--- src/lamp_pkg.sv ---
// constants and types shared by the traffic lamp blinker
package lamp_pkg;

	// ************************************************************
	// timing
	// ************************************************************
	localparam int CLOCK_MHZ         = 100;
	localparam int RATE_WINDOW_US    = 1000;
	localparam int RATE_WINDOW_CYCLES = RATE_WINDOW_US * CLOCK_MHZ;

	// ************************************************************
	// apb register map
	// ************************************************************
	localparam int          ADDR_W           = 16;
	localparam logic [15:0] CONTROL_OFFSET   = 16'h8080;
	localparam logic [15:0] THRESHOLD_OFFSET = 16'h8084;
	localparam logic [15:0] BLINK_OFFSET     = 16'h8088;

	// ************************************************************
	// field positions
	// ************************************************************
	localparam int ENABLE_BIT    = 0;
	localparam int OVERRIDE_BIT  = 1;
	localparam int SW_LEVEL_BIT  = 2;
	localparam int STATE_LSB     = 4;
	localparam int LAMP_BIT      = 8;
	localparam int FAST_LSB      = 0;
	localparam int SLOW_LSB      = 16;
	localparam int FIELD_W       = 16;

	// ************************************************************
	// reset values
	// ************************************************************
	localparam logic [15:0] THRESHOLD_OFF     = 16'hffff;
	localparam logic [15:0] FAST_BLINK_RESET  = 16'h1000;
	localparam logic [15:0] SLOW_BLINK_RESET  = 16'h4000;

	typedef enum logic [2:0] {
		LAMP_OFF,
		LAMP_SUSPEND,
		STEADY_LIT_STATE,
		FAST_FLASH_STATE,
		SLOW_FLASH_STATE
	} lamp_state_t;

endpackage : lamp_pkg

--- src/meter_if.sv ---
// traffic meter handshake between the lamp controller and its rate meter
interface meter_if;
	logic        restart;
	logic        pause;
	logic        byte_seen;
	logic        sample;
	logic [15:0] rate;

	modport ctrl  (output restart, output pause, output byte_seen, input sample, input rate);
	modport meter (input restart, input pause, input byte_seen, output sample, output rate);
endinterface : meter_if

--- src/usb_traffic_lamp_blinker.sv ---
// traffic indicator lamp controller with apb registers
//
// What this block does
// enabled and not overridden, the lamp shows bulk-out receive traffic
// enable clear keeps the lamp off whatever else happens
// enable and override set: software level drives lamp, traffic ignored
// every bulk-out packet counts, data-stage bytes only
// while enabled and steady/fast/slow, rate is compared periodically
// fast threshold checked first; above it, flash at fast blink time
// else above slow threshold, flash at slow blink time
// steady state entered on first enable and on leaving suspend
// fast or slow falls back to steady when its threshold is not exceeded
// threshold change or blink time write forces steady state
// entering steady state restarts rate measurement
// all-ones threshold disables that comparison
// both thresholds disabled: lamp stays steady and lit
// both thresholds reset to all ones
// software keeps enable clear while audio clock uses alternate pin 1
// software accesses registers only once the system clock runs
// while suspended, measurement paused and lamp off unless override set; resume to steady
// fast and slow states toggle the lamp once per blink time in cycles
module usb_traffic_lamp_blinker #(
	parameter int WINDOW_CYCLES = lamp_pkg::RATE_WINDOW_CYCLES
) (
	input  wire logic                         clock,
	input  wire logic                         resetn,
	input  wire logic                         psel,
	input  wire logic                         penable,
	input  wire logic                         pwrite,
	input  wire logic [lamp_pkg::ADDR_W-1:0] paddr,
	input  wire logic [31:0]                  pwdata,
	input  wire logic [3:0]                   pstrb,
	output logic      [31:0]                  prdata,
	output logic                              pready,
	output logic                              pslverr,
	input  wire logic                         bulk_byte_strobe,
	input  wire logic                         usb_suspend,
	output logic                              lamp_out
);
	import lamp_pkg::*;

	// ************************************************************
	// state
	// ************************************************************
	typedef struct packed {
		logic        enable;
		logic        sw_override;
		logic        sw_level;
		logic [15:0] fast_rate_threshold;
		logic [15:0] slow_rate_threshold;
		logic [15:0] fast_blink;
		logic [15:0] slow_blink;
		lamp_state_t state;
		logic [15:0] blink_cnt;
		logic        lamp;
		logic [31:0] prdata;
		logic        pready;
		logic        pslverr;
	} blinker_state_t;

	blinker_state_t q;
	blinker_state_t d;
	logic           enter_steady;
	logic           force_steady;
	logic           fast_hit;
	logic           slow_hit;
	logic           access;
	logic           wr;
	logic [31:0]    ctrl_rd;
	logic [31:0]    thr_rd;
	logic [31:0]    blink_rd;
	logic [31:0]    thr_new;
	logic [31:0]    blink_new;
	logic [31:0]    ctrl_new;
	logic [15:0]    period;

	meter_if mif ();

	traffic_rate_meter #(
		.WINDOW_CYCLES(WINDOW_CYCLES)
	) u_meter (
		.clock  (clock),
		.resetn (resetn),
		.mif    (mif)
	);

	function automatic logic [31:0] merge(input logic [31:0] old_v, input logic [31:0] new_v,
		input logic [3:0] strb);
		logic [31:0] m;
		m = {{8{strb[3]}}, {8{strb[2]}}, {8{strb[1]}}, {8{strb[0]}}};
		return (old_v & ~m) | (new_v & m);
	endfunction : merge

	// ************************************************************
	// register views
	// ************************************************************
	always_comb begin
		ctrl_rd = '0;
		ctrl_rd[ENABLE_BIT]   = q.enable;
		ctrl_rd[OVERRIDE_BIT] = q.sw_override;
		ctrl_rd[SW_LEVEL_BIT] = q.sw_level;
		ctrl_rd[STATE_LSB+:3] = q.state;
		ctrl_rd[LAMP_BIT]     = q.lamp;
		thr_rd   = '0;
		thr_rd[FAST_LSB+:FIELD_W]   = q.fast_rate_threshold;
		thr_rd[SLOW_LSB+:FIELD_W]   = q.slow_rate_threshold;
		blink_rd = '0;
		blink_rd[FAST_LSB+:FIELD_W] = q.fast_blink;
		blink_rd[SLOW_LSB+:FIELD_W] = q.slow_blink;
		thr_new   = merge(thr_rd, pwdata, pstrb);
		blink_new = merge(blink_rd, pwdata, pstrb);
		ctrl_new  = merge(ctrl_rd, pwdata, pstrb);
	end

	assign access = psel && penable && q.pready;
	assign wr     = access && pwrite && !q.pslverr;

	// all-ones threshold never counts as exceeded
	assign fast_hit = (q.fast_rate_threshold != THRESHOLD_OFF) && (mif.rate > q.fast_rate_threshold);
	assign slow_hit = (q.slow_rate_threshold != THRESHOLD_OFF) && (mif.rate > q.slow_rate_threshold);

	// ************************************************************
	// next state
	// ************************************************************
	always_comb begin
		d            = q;
		force_steady = 1'b0;
		enter_steady = 1'b0;
		period       = 16'h0000;
		d.pready     = 1'b0;
		d.pslverr    = 1'b0;

		// apb setup phase: answer registered for the access phase
		if (psel && !penable) begin
			d.pready = 1'b1;
			case (paddr)
				CONTROL_OFFSET:   d.prdata = ctrl_rd;
				THRESHOLD_OFFSET: d.prdata = thr_rd;
				BLINK_OFFSET:     d.prdata = blink_rd;
				default: begin
					d.prdata  = '0;
					d.pslverr = 1'b1;
				end
			endcase
		end

		if (wr) begin
			case (paddr)
				CONTROL_OFFSET: begin
					d.enable      = ctrl_new[ENABLE_BIT];
					d.sw_override = ctrl_new[OVERRIDE_BIT];
					d.sw_level    = ctrl_new[SW_LEVEL_BIT];
				end
				THRESHOLD_OFFSET: begin
					d.fast_rate_threshold = thr_new[FAST_LSB+:FIELD_W];
					d.slow_rate_threshold = thr_new[SLOW_LSB+:FIELD_W];
					if (thr_new != thr_rd)
						force_steady = 1'b1;
				end
				BLINK_OFFSET: begin
					d.fast_blink = blink_new[FAST_LSB+:FIELD_W];
					d.slow_blink = blink_new[SLOW_LSB+:FIELD_W];
					force_steady = 1'b1;
				end
				default: begin
				end
			endcase
		end

		if (!q.enable) begin
			// disabled lamp stays dark
			d.state     = LAMP_OFF;
			d.lamp      = 1'b0;
			d.blink_cnt = '0;
		end else if (q.sw_override) begin
			// software owns the lamp, traffic ignored
			d.state     = LAMP_OFF;
			d.lamp      = q.sw_level;
			d.blink_cnt = '0;
		end else if (usb_suspend) begin
			// dark and measurement paused while suspended
			d.state     = LAMP_SUSPEND;
			d.lamp      = 1'b0;
			d.blink_cnt = '0;
		end else begin
			// traffic indication
			case (q.state)
				LAMP_OFF, LAMP_SUSPEND: begin
					d.state = STEADY_LIT_STATE;
				end
				STEADY_LIT_STATE: begin
					// fast checked before slow
					if (mif.sample && fast_hit)
						d.state = FAST_FLASH_STATE;
					else if (mif.sample && slow_hit)
						d.state = SLOW_FLASH_STATE;
				end
				FAST_FLASH_STATE: begin
					if (mif.sample && !fast_hit)
						d.state = STEADY_LIT_STATE;
				end
				SLOW_FLASH_STATE: begin
					if (mif.sample && fast_hit)
						d.state = FAST_FLASH_STATE;
					else if (mif.sample && !slow_hit)
						d.state = STEADY_LIT_STATE;
				end
				default: begin
					d.state = STEADY_LIT_STATE;
				end
			endcase

			if (force_steady)
				d.state = STEADY_LIT_STATE;

			// blink period per state, zero treated as one cycle
			period = (d.state == FAST_FLASH_STATE) ? q.fast_blink : q.slow_blink;
			if (period == 16'h0000)
				period = 16'h0001;

			if (d.state == STEADY_LIT_STATE) begin
				// continuously lit while no threshold trips
				d.lamp      = 1'b1;
				d.blink_cnt = '0;
			end else if (d.state != q.state) begin
				d.lamp      = 1'b1;
				d.blink_cnt = '0;
			end else if (q.blink_cnt >= period - 16'h0001) begin
				// one toggle per blink interval
				d.lamp      = ~q.lamp;
				d.blink_cnt = '0;
			end else begin
				d.blink_cnt = q.blink_cnt + 16'h0001;
			end

			// restart measurement on each steady entry
			enter_steady = (d.state == STEADY_LIT_STATE) &&
				((q.state != STEADY_LIT_STATE) || force_steady);
		end
	end

	// ************************************************************
	// rate meter hookup
	// ************************************************************
	assign mif.restart   = enter_steady;
	assign mif.byte_seen = bulk_byte_strobe;
	assign mif.pause     = !((q.state == STEADY_LIT_STATE) || (q.state == FAST_FLASH_STATE) ||
		(q.state == SLOW_FLASH_STATE)) || !q.enable || q.sw_override || usb_suspend;

	// ************************************************************
	// registers
	// ************************************************************
	always_ff @(posedge clock or negedge resetn) begin
		if (!resetn) begin
			q            <= '0;
			q.state      <= LAMP_OFF;
			q.fast_rate_threshold   <= THRESHOLD_OFF;
			q.slow_rate_threshold   <= THRESHOLD_OFF;
			q.fast_blink <= FAST_BLINK_RESET;
			q.slow_blink <= SLOW_BLINK_RESET;
		end else begin
			q <= d;
		end
	end

	assign prdata   = q.prdata;
	assign pready   = q.pready;
	assign pslverr  = q.pslverr;
	assign lamp_out = q.lamp;

endmodule : usb_traffic_lamp_blinker

--- src/traffic_rate_meter.sv ---
// counts bulk-out data bytes over a fixed window and reports the total
module traffic_rate_meter #(
	parameter int WINDOW_CYCLES = lamp_pkg::RATE_WINDOW_CYCLES
) (
	input  wire logic clock,
	input  wire logic resetn,
	meter_if.meter    mif
);
	import lamp_pkg::*;

	typedef struct packed {
		logic [31:0] win_cnt;
		logic [15:0] bytes;
		logic        sample;
		logic [15:0] rate;
	} meter_state_t;

	meter_state_t q;
	meter_state_t d;

	always_comb begin
		d = q;
		d.sample = 1'b0;
		if (mif.restart) begin
			// fresh window on every entry into steady state
			d.win_cnt = '0;
			d.bytes   = '0;
		end else if (!mif.pause) begin
			// data-stage bytes only, saturating
			if (mif.byte_seen && q.bytes != 16'hffff)
				d.bytes = q.bytes + 16'h0001;
			if (q.win_cnt == 32'(WINDOW_CYCLES - 1)) begin
				d.win_cnt = '0;
				d.sample  = 1'b1;
				d.rate    = d.bytes;
				d.bytes   = '0;
			end else begin
				d.win_cnt = q.win_cnt + 32'h0000_0001;
			end
		end
	end

	always_ff @(posedge clock or negedge resetn) begin
		if (!resetn)
			q <= '0;
		else
			q <= d;
	end

	assign mif.sample = q.sample;
	assign mif.rate   = q.rate;

endmodule : traffic_rate_meter

--- config.mk ---
export PLATFORM = sky130hd
export DESIGN_NAME = usb_traffic_lamp_blinker
export DESIGN_NICKNAME = d
export VERILOG_FILES = /design/src/lamp_pkg.sv /design/src/meter_if.sv /design/src/usb_traffic_lamp_blinker.sv /design/src/traffic_rate_meter.sv
export SDC_FILE = /design/constraint.sdc
export NUM_CORES = 1
export LEC_CHECK = 0
export BUFFER_PORTS_ARGS = -buffer_cell sky130_fd_sc_hd__clkbuf_2
export CAP_MARGIN = 20
export CORE_ASPECT_RATIO = 0.6
export CORE_MARGIN = 2
export CORE_UTILIZATION = 61
export CTS_CLUSTER_DIAMETER = 150
export DETAILED_ROUTE_END_ITERATION = 6
export GPL_TIMING_DRIVEN = 0
export MAX_ROUTING_LAYER = met4
export PLACE_DENSITY = 0.81
export SYNTH_ARGS = -nofsm -noshare
export SYNTH_HDL_FRONTEND = slang
export SYNTH_SLANG_ARGS = --single-unit
--- constraint.sdc ---
create_clock -name clock -period 6.5 [get_ports clock]
set_input_delay 1.3 -clock clock [delete_from_list [all_inputs] [get_ports clock]]
set_output_delay 1.3 -clock clock [all_outputs]
set_load 0.005 [all_outputs]
==> impl_metrics.env, run 1 <==
export IMPL_status="completed"
export IMPL_worstPathRequired_ps=6850
export IMPL_p_per_area_mw_per_mm2=183
export IMPL_core_mm2=0.0182
export IMPL_first_pass_iters=5
export IMPL_cellLeakagePower_nw=5.89
export IMPL_slew_limit_headroom=0.496
export IMPL_cts_sinks=186
export IMPL_synth_flop_cell="dfrtp_1"
export IMPL_routed_wl_um=32100
export IMPL_clk_path_buf_depth=2
export IMPL_clkPwrFrac=0.462
export IMPL_fin_crit_sh=0.934
export IMPL_fin_area_mm2=0.0129
export IMPL_synth_cell_types=75
export IMPL_async_reset_ff_frac=1.00
export IMPL_layout_drive_gt1_share=0.227
export IMPL_grt_antenna_before_repair=0
export IMPL_dp_cells=1529
export IMPL_switchingPower_mw=0.540
export IMPL_route_detailed_drc=0
export IMPL_synth_warnings=0
export IMPL_fin_nets=1427
export IMPL_fin_util=0.709
export IMPL_clock_fmax_mhz=165
export IMPL_synth_top_area_share=0.335
export IMPL_area_growth_pct=13.6
export IMPL_drtIter0Drc=1321
export IMPL_final_max_slew_viol_count=0
export IMPL_synthCells=1195
export IMPL_dpl_instance_area_mm2=0.0121
export IMPL_switching_share=0.229
export IMPL_ant_nets=0
export IMPL_grt_max_degree=109
export IMPL_worst_pin_slew_ps=756
export IMPL_via_per_inst=6.29
export IMPL_ff2ff_path_depth=28
export IMPL_die_h_um=110
export IMPL_yosys_area_top_type="dfrtp_1"
export IMPL_internal_power_mw=1.82
export IMPL_syn_area_per_cell_um2=9.49
export IMPL_timing_rr_start="q[117]"
export IMPL_fin_crit_ps=6070
export IMPL_hold_path_class="flop to flop"
export IMPL_hold_path_depth=2
export IMPL_htreeDepth=4
export IMPL_numCtsBuffers=17
export IMPL_fin_cells=1570
export IMPL_netlist_top_cells_area="dfrtp_1 34%, dfstp_2 7.9%, ha_1 5.7%"
export IMPL_io_pins=94
export IMPL_timing_rr_end="q[44]"
export IMPL_skew_ps=9.36
export IMPL_num_vias=9878
export IMPL_row_count=38
export IMPL_portBuffers=93
export IMPL_drv_cap=0
export IMPL_grt_pass1_vias=9180
export IMPL_r2r_slack_ps=490
export IMPL_synth_edff_count=0
export IMPL_ir_drop_mv=0.155
export IMPL_ys_seq_elements=186
export IMPL_cp_start_kind="input port"
export IMPL_critPathKind="input port to flop"
export IMPL_root_buffer="clkbuf_16"
export IMPL_start_util=0.624
export IMPL_clock_latency_ps=440
export IMPL_die_w_um=180
export IMPL_grt_first_pass_wirelength_um=50500
export IMPL_p_total_mw=2.36
export IMPL_crit_fanout=10
export IMPL_syn_area_mm2=0.0113
export IMPL_hold_viol_final=0
export IMPL_crit_path_end_kind="flop"
export IMPL_ys_seq_area_frac=0.414
export IMPL_place_hpwl_um=24200
export IMPL_setup_viol=0
export IMPL_grt_overflow_total=0
export IMPL_gp_congestion=0.992
export IMPL_crit_arrival_ps=6420
export IMPL_min_to="prdata[21]"
export IMPL_syn_nets=1306
export IMPL_dieArea_mm2=0.0197
export IMPL_post_drt_wl_per_cell_um=20.5
export IMPL_grtUsageTotal=0.344
export IMPL_cts_tree="done"
export IMPL_pwr_share_seq=0.494
export IMPL_min_from="prdata[21]"
export IMPL_clk_pin_slew_ps=70
export IMPL_p_comb_frac=0.044
-- through the flow --
step,setup WS (ps),TNS [ps],hold slack [ps]
2_1_floorplan,705,0,451
3_3_place_gp,-687,-9680,466
3_5_place_dp,-757,-10840,473
4_1_cts,19.5,0,488
5_1_grt,-17.3,-17.3,504
6_report,430,0,484
-- layout by cell type, fill, tap and decap left out, types with 7 or more instances in the layout --
cell type,count
a211oi_1,8
a21o_1,10
a21oi_1,44
a221oi_1,7
a22oi_1,25
and3_1,13
buf_2,8
buf_4,42
clkbuf_1,29
clkbuf_16,17
clkbuf_2,92
dfrtp_1,152
dfstp_2,34
ha_1,51
inv_1,64
mux2_1,17
mux2_2,55
mux2i_1,9
nand2_1,106
nand2b_1,10
nand3_1,55
nand4_1,30
nor2_1,74
nor2b_1,14
nor3_1,21
nor4_1,25
o21ai_0,50
o21ai_1,34
o31ai_1,7
or3_1,30
or4_1,7
xnor2_1,42
xor2_1,29
-- worst max-delay path: stages --
cell       delay (ps)
clkbuf_2          130
xnor2_1           160
nand4_1           130
o31a_1            360
a2111oi_4         440
a21oi_2           140
or2_0             210
clkbuf_4          190
buf_2             210
o31ai_2           290
ha_2              300
nand2_1            80
or2_2             310
nor4_2            170
xnor2_1           110
nor2_2            150
a21oi_1            60
ha_1              190
a21oi_1           150
nor2b_1            60
o21ai_0           140
nand2b_1           70
a21oi_1           130
o21ai_0           110
a31oi_2           260
nand3_2           170
clkbuf_4          240
nor2_1            170
-- how the worst max path moves through the flow --
stage | from | end | slack, ps | depth (start not counted)
global placement | paddr[10] | q[48] | -690 | 30
finish | pwdata[31] | q[44] | 430 | 28
floorplan | paddr[12] | q[43] | 700 | 28
CTS | paddr[12] | q[44] | 20 | 30
global route | paddr[12] | q[44] | -20 | 30
detailed placement | paddr[12] | q[43] | -760 | 30
-- cell families (layout without fill, tap and decap cells) --
logic type | Yosys count | count (layout) | synth area share
other | 0 | 1 | 0
muxes | 87 | 87 | 0.0874
buffers and inverters | 141 | 275 | 0.0598
DFF | 186 | 186 | 0.414
adders and majority gates | 52 | 52 | 0.0574
AOI/OAI and AO/OA | 231 | 231 | 0.132
xor gates and xnor gates | 71 | 71 | 0.0548
and+or+nand+nor | 427 | 427 | 0.194
-- metal layers --
| metal | GRT usage | wire, um | part of all wire | vias up |
|---|---|---|---|---|
| met3 | 0.114 | 4310 | 0.13 | 36 |
| met1 | 0.509 | 14800 | 0.46 | 4762 |
| met2 | 0.450 | 12600 | 0.39 | 556 |
| li1 | - | - | - | 4524 |
| met4 | 0.0778 | 397 | 0.012 | 0 |
| met5 | - | 0 | 0 | - |
-- power groups by stage --
| stage | clock network, mW | logic [mW] | registers, mW |
|---|---|---|---|
| 6_report | 1.09 | 0.104 | 1.17 |
| 5_1_grt | 1.15 | 0.115 | 1.17 |
| 4_1_cts | 1.10 | 0.104 | 1.17 |
| 3_3_place_gp | 0 | 0.0991 | 1.19 |
| 2_1_floorplan | 0 | 0.0350 | 1.19 |
| 3_5_place_dp | 0 | 0.103 | 1.19 |
-- synthesized netlist by cell type (all sizes together) (29+ instances only) --
library cell / instances
dfrtp: 152
nand2: 106
o21ai: 85
mux2: 78
nor2: 76
inv: 64
nand3: 58
ha: 52
buf: 48
a21oi: 45
xnor2: 42
dfstp: 34
nand4: 30
or3: 30
xor2: 29
-- repair_timing --
action	CTS	global route
buffers inserted	0	7
resized for setup	4	12
setup endpoints to repair	16	17
pin swaps	0	4
hold buffers	0	0
-- final cells by class --
cell class	count	area, um2
well taps	240	300
plain buffers	76	445
diodes	1	2.50
clock buffers	19	443
multi-input cells	868	6020
fillers	1402	5280
inverters	65	244
flip-flops and latches	186	4700
clock inverters	13	165
repair buffers	102	562
No activity file was read; power rests on OpenSTA's default activity.
==> run 2, diff against run 1 <==
BUFFER_PORTS_ARGS = unset   (was -buffer_cell sky130_fd_sc_hd__clkbuf_2)
CORE_UTILIZATION = 65   (was 61)
DONT_BUFFER_PORTS = 1   (was unset)
PLACE_DENSITY = 0.84   (was 0.81)
==> run 2 against run 1 <==
Clock skew increased by 2.2 ps. Clock power decreased by 6%. Critical path depth increased by 2. Highest routed layer unchanged. Power decreased by 5.2%. Largest power group unchanged. First-iteration DRC count decreased by 3.3%. Critical path type is now flop to flop. Die area decreased by 6.0%. Global-route usage increased by 1.8 points. Combinational power decreased by 57%. Via count decreased by 2.2%. Setup slack got worse by 260 ps.
==> impl_metrics.env, run 2 (synthesis results as in run 1) <==
export IMPL_clk_path_buf_depth=2
export IMPL_fin_area_mm2=0.0123
export IMPL_hold_path_depth=2
export IMPL_final_common_cell="dfrtp_1"
export IMPL_die_w_um=175
export IMPL_crit_arrival_ps=6700
export IMPL_crit_path_end_kind="flop"
export IMPL_grt_antenna_before_repair=0
export IMPL_status="completed"
export IMPL_num_vias=9656
export IMPL_skew_ps=11.6
export IMPL_grt_max_degree=187
export IMPL_fin_crit_ps=6330
export IMPL_pwr_share_seq=0.520
export IMPL_p_comb_frac=0.020
export IMPL_grt_first_pass_wirelength_um=49500
export IMPL_first_pass_iters=6
export IMPL_final_cell_mix="152 x dfrtp_1, 106 x nand2_1, 75 x nor2_1, 64 x inv_1"
export IMPL_cts_tree="done"
export IMPL_grt_pass1_vias=8659
export IMPL_clk_pin_slew_ps=70
export IMPL_switching_share=0.232
export IMPL_ant_nets=0
export IMPL_route_detailed_drc=0
export IMPL_start_util=0.662
export IMPL_worst_slack_ps=168
export IMPL_cts_hold_buf=0
export IMPL_critPathKind="flop to flop"
export IMPL_row_count=37
export IMPL_ff2ff_path_depth=30
export IMPL_drv_cap=0
export IMPL_timing_rr_start="q[109]"
export IMPL_via_per_inst=6.57
export IMPL_cellLeakagePower_nw=5.45
export IMPL_io_pins=94
export IMPL_fillers=1292
export IMPL_fin_nets=1334
export IMPL_ir_drop_mv=0.122
export IMPL_post_drt_wl_per_cell_um=21.9
export IMPL_multiInputGateArea_mm2=0.00601
export IMPL_routed_wl_um=32100
export IMPL_portBuffers=0
export IMPL_layout_drive_gt1_share=0.166
export IMPL_htreeDepth=4
export IMPL_p_per_area_mw_per_mm2=182
export IMPL_worst_pin_slew_ps=1110
export IMPL_startpoint="q[109]"
export IMPL_core_mm2=0.0171
export IMPL_dp_cells=1429
export IMPL_die_h_um=106
export IMPL_min_from="prdata[18]"
export IMPL_seq_area_mm2=0.00470
export IMPL_cp_start_kind="flop"
export IMPL_switchingPower_mw=0.519
export IMPL_cp_slowest_cell="dfstp_2"
export IMPL_fin_cells=1470
export IMPL_clock_latency_ps=450
export IMPL_internal_power_mw=1.72
export IMPL_crit_fanout=10
export IMPL_drtIter0Drc=1278
export IMPL_hold_viol_final=0
export IMPL_worstPathRequired_ps=6870
export IMPL_hold_path_class="flop to flop"
export IMPL_place_hpwl_um=23600
export IMPL_numCtsBuffers=17
export IMPL_final_max_slew_viol_count=0
export IMPL_post_place_ws_ps=-887
export IMPL_cp_common_cell="a21oi_1"
export IMPL_antenna_cells=0
export IMPL_clkPwrFrac=0.460
export IMPL_dpl_instance_area_mm2=0.0116
export IMPL_grt_overflow_total=0
export IMPL_max_stage_delay_ps=640
export IMPL_clock_fmax_mhz=158
export IMPL_setup_viol=0
export IMPL_area_growth_pct=8.61
export IMPL_holdWs_ps=483
export IMPL_grtUsageTotal=0.362
export IMPL_cts_sinks=186
export IMPL_slew_limit_headroom=0.253
export IMPL_gp_congestion=1.02
export IMPL_dieArea_mm2=0.0186
export IMPL_fin_crit_sh=0.974
export IMPL_root_buffer="clkbuf_16"
run 2: what timing repair did:
action / 4_1_cts / 5_1_grt
endpoints found under the setup margin: 17 / 17
gates resized for setup: 4 / 9
pin swaps: 1 / 4
gates cloned: 0 / 0
setup buffers: 1 / 8
run 2: power groups by stage:
| stage | combinational [mW] | sequential [mW] | clock [mW] |
|---|---|---|---|
| 2_1_floorplan | 0.0350 | 1.19 | 0 |
| 3_3_place_gp | 0.0423 | 1.19 | 0 |
| 3_5_place_dp | 0.0432 | 1.19 | 0 |
| 4_1_cts | 0.0433 | 1.17 | 1.03 |
| 5_1_grt | 0.0480 | 1.17 | 1.09 |
| 6_report | 0.0442 | 1.17 | 1.03 |
run 2: critical path: cells and delay by family, from the launching register on:
family                   cells  cell delay, ps
flip-flops                   1             640
adder cells (fa/ha/maj)      3             850
XOR/XNOR                     1             110
AND/OR/NAND/NOR             10            1590
buffers and inverters        4             770
AO/OA/AOI/OAI               12            2260
run 2: metrics by stage:
step                TNS (ps)   util  total power [mW]
floorplan                  0      -              1.22
global placement      -11090  0.679              1.23
detailed placement    -12990  0.679              1.23
CTS                        0  0.714              2.24
global route           -94.8  0.719              2.30
finish                     0  0.719              2.24
run 2: area by class of cell:
cell class                 count  area share
multi-input combinational    868       0.488
sequential                   186       0.381
timing repair buffer           9     0.00549
tap                          234      0.0238
clock buffer                  18      0.0348
buffer                        76      0.0360
inverter                      65      0.0198
clock inverter                14      0.0111
run 2: worst paths after layout:
check,to,slack [ps]
setup / recovery,q[50],170
hold / removal,prdata[18],480
setup reg to reg,q[50],170
hold reg to reg,prdata[18],480
max in group asynchronous,q[115],5580
min in group asynchronous,asynchronous set/reset pin,540
run 2: metal layers:
metal,vias to the layer above,track usage,wire length (um),part of all wire
met5,-,-,0,0
met4,0,0.0696,468,0.015
met3,66,0.125,4610,0.14
met2,579,0.459,12700,0.40
met1,4673,0.552,14400,0.45
li1,4338,-,-,-
==> run 3, diff against run 2 <==
REMOVE_ABC_BUFFERS = 1   (was unset)
==> run 3 against run 2 <==
Fmax rose by 3.8%. Design area decreased by 2.6%. Core utilization down 1.8 points. Largest power group unchanged. Combinational power decreased by 19%. Critical path type is now input port to flop. First-iteration DRC count is 6.4% lower. Largest cell class unchanged. Via count decreased by 5.2%. Sequential power about the same. The run now ends with design-rule violations left. Clock skew fell by 1.9 ps. Sequential cell count stayed put. Sequential share of layout area increased by 1.0 points.
==> impl_metrics.env, run 3 (synthesis results as in run 1) <==
export IMPL_status="complete, but fails checks"
export IMPL_violations="design-rule violations"
export IMPL_fin_nets=1257
export IMPL_crit_path_end_kind="flop"
export IMPL_worst_pin_slew_ps=1090
export IMPL_row_count=37
export IMPL_cp_slowest_cell="nor4b_2"
export IMPL_io_pins=94
export IMPL_grt_antenna_before_repair=0
export IMPL_worstPathRequired_ps=6870
export IMPL_grt_pass1_vias=8485
export IMPL_clk_path_buf_depth=2
export IMPL_final_max_slew_viol_count=0
export IMPL_ff2ff_path_depth=26
export IMPL_crit_arrival_ps=6470
export IMPL_dpl_instance_area_mm2=0.0113
export IMPL_ant_nets=0
export IMPL_final_common_cell="dfrtp_1"
export IMPL_cp_start_kind="input port"
export IMPL_grt_max_degree=187
export IMPL_top_layer="met4"
export IMPL_drt_met1_wl_um=13600
export IMPL_grt_first_pass_wirelength_um=47000
export IMPL_die_w_um=175
export IMPL_cp_common_cell="a21oi_1"
export IMPL_final_cell_mix="152 x dfrtp_1, 106 x nand2_1, 75 x nor2_1, 64 x inv_1"
export IMPL_start_util=0.662
export IMPL_fin_crit_ps=6100
export IMPL_grtUsageTotal=0.338
export IMPL_post_drt_wl_per_cell_um=21.4
export IMPL_layout_drive_gt1_share=0.138
export IMPL_cts_sinks=186
export IMPL_met2RoutedLength_um=11600
export IMPL_htreeDepth=4
export IMPL_crit_fanout=30
export IMPL_die_h_um=106
export IMPL_cellLeakagePower_nw=5.24
export IMPL_seq_area_mm2=0.00470
export IMPL_critPathKind="input port to flop"
export IMPL_routed_wl_um=29800
export IMPL_numCtsBuffers=17
export IMPL_dp_cells=1356
export IMPL_clock_latency_ps=450
export IMPL_skew_ps=9.70
export IMPL_fin_area_mm2=0.0120
export IMPL_root_buffer="clkbuf_16"
export IMPL_crit_family="simple AND/OR/NAND/NOR gates"
export IMPL_r2r_slack_ps=470
export IMPL_gp_congestion=0.958
export IMPL_setup_viol=0
export IMPL_rsz0062_at_grt="no"
export IMPL_ir_drop_mv=0.138
export IMPL_hold_path_depth=2
export IMPL_hold_path_class="flop to flop"
export IMPL_clk_pin_slew_ps=70
export IMPL_hold_viol_final=0
export IMPL_fin_crit_sh=0.938
export IMPL_first_pass_iters=7
export IMPL_drtIter0Drc=1196
export IMPL_drv_cap=0
export IMPL_route_detailed_drc=2
export IMPL_core_mm2=0.0171
export IMPL_clock_fmax_mhz=164
export IMPL_max_stage_delay_ps=380
export IMPL_cp_buffers_inverters=2
export IMPL_antenna_cells=0
export IMPL_path_depth=26
export IMPL_via_per_inst=6.57
export IMPL_portBuffers=0
export IMPL_grt_overflow_total=0
export IMPL_num_vias=9158
export IMPL_cts_tree="done"
export IMPL_p_per_area_mw_per_mm2=193
export IMPL_dieArea_mm2=0.0186
export IMPL_fin_cells=1393
export IMPL_area_growth_pct=5.81
export IMPL_wl_met3_um=4060
export IMPL_place_hpwl_um=21200
export IMPL_multiInputGateArea_mm2=0.00604
export IMPL_fillers=1281
export IMPL_slew_limit_headroom=0.268
==> run 3: cell types whose count changed in the layout (fill, tap and decap cells not counted), sizes merged <==
cell	before	now
clkbuf	48	18
clkinv	3	4
clkinvlp	4	2
buf	55	8
inv	71	70
bufinv	1	3
==> run 3: final timing paths <==
check	to	start
worst max register to register	q[45]	q[117]
max in group asynchronous	q[107]	resetn
worst max-delay path	q[45]	paddr[12]
worst min register to register	prdata[3]	prdata[3]
min in group asynchronous	prdata[31]	resetn
worst min-delay path	prdata[3]	prdata[3]
==> run 3: final cells by class <==
| cell class | instances | area share |
|---|---|---|
| clock buffers | 18 | 0.0358 |
| flip-flops and latches | 186 | 0.391 |
| clock inverters | 14 | 0.0156 |
| well taps | 234 | 0.0244 |
| repair buffers | 8 | 0.00928 |
| multi-input cells | 868 | 0.503 |
| inverters | 65 | 0.0203 |
==> run 3: worst reg2reg max path: cells and delay by family, from the launching register on <==
kind            cells  cell delay [ps]
compound gates     10             2040
simple gates        9             1680
fa+ha+maj           3              850
flops               1              630
buf+inv             3              430
xor+xnor            1              330
==> run 3: metal layers <==
metal,track usage,up-vias
met3,0.119,45
met1,0.497,4411
met4,0.0899,0
met5,-,-
met2,0.438,519
li1,-,4183
==> run 3: where the power goes <==
group / leakage (nW) / switching (mW) / internal, mW / total (mW)
logic: 2.58 / 0.0198 / 0.0159 / 0.0357
clock network: 0.297 / 0.500 / 0.618 / 1.12
registers: 2.35 / 0.00465 / 1.16 / 1.17
total: 5.24 / 0.524 / 1.80 / 2.32
==> run 3: through the flow <==
step                 util  hold slack (ps)  TNS (ps)  total power, mW  worst slack, ps
finish              0.701              509         0             2.32              400
global route        0.701              534         0             2.37             17.5
CTS                 0.697              515         0             2.32              156
detailed placement  0.659              499    -13410             1.22             -847
global placement    0.654              490    -31110             1.22            -1870
floorplan               -              473         0             1.21             39.7
==> run 3: what timing repair did <==
action / 4_1_cts / 5_1_grt
setup buffers: 0 / 4
pin swaps: 0 / 2
hold buffers: 0 / 0
resized for setup: 4 / 4
setup endpoints to repair: 16 / 17
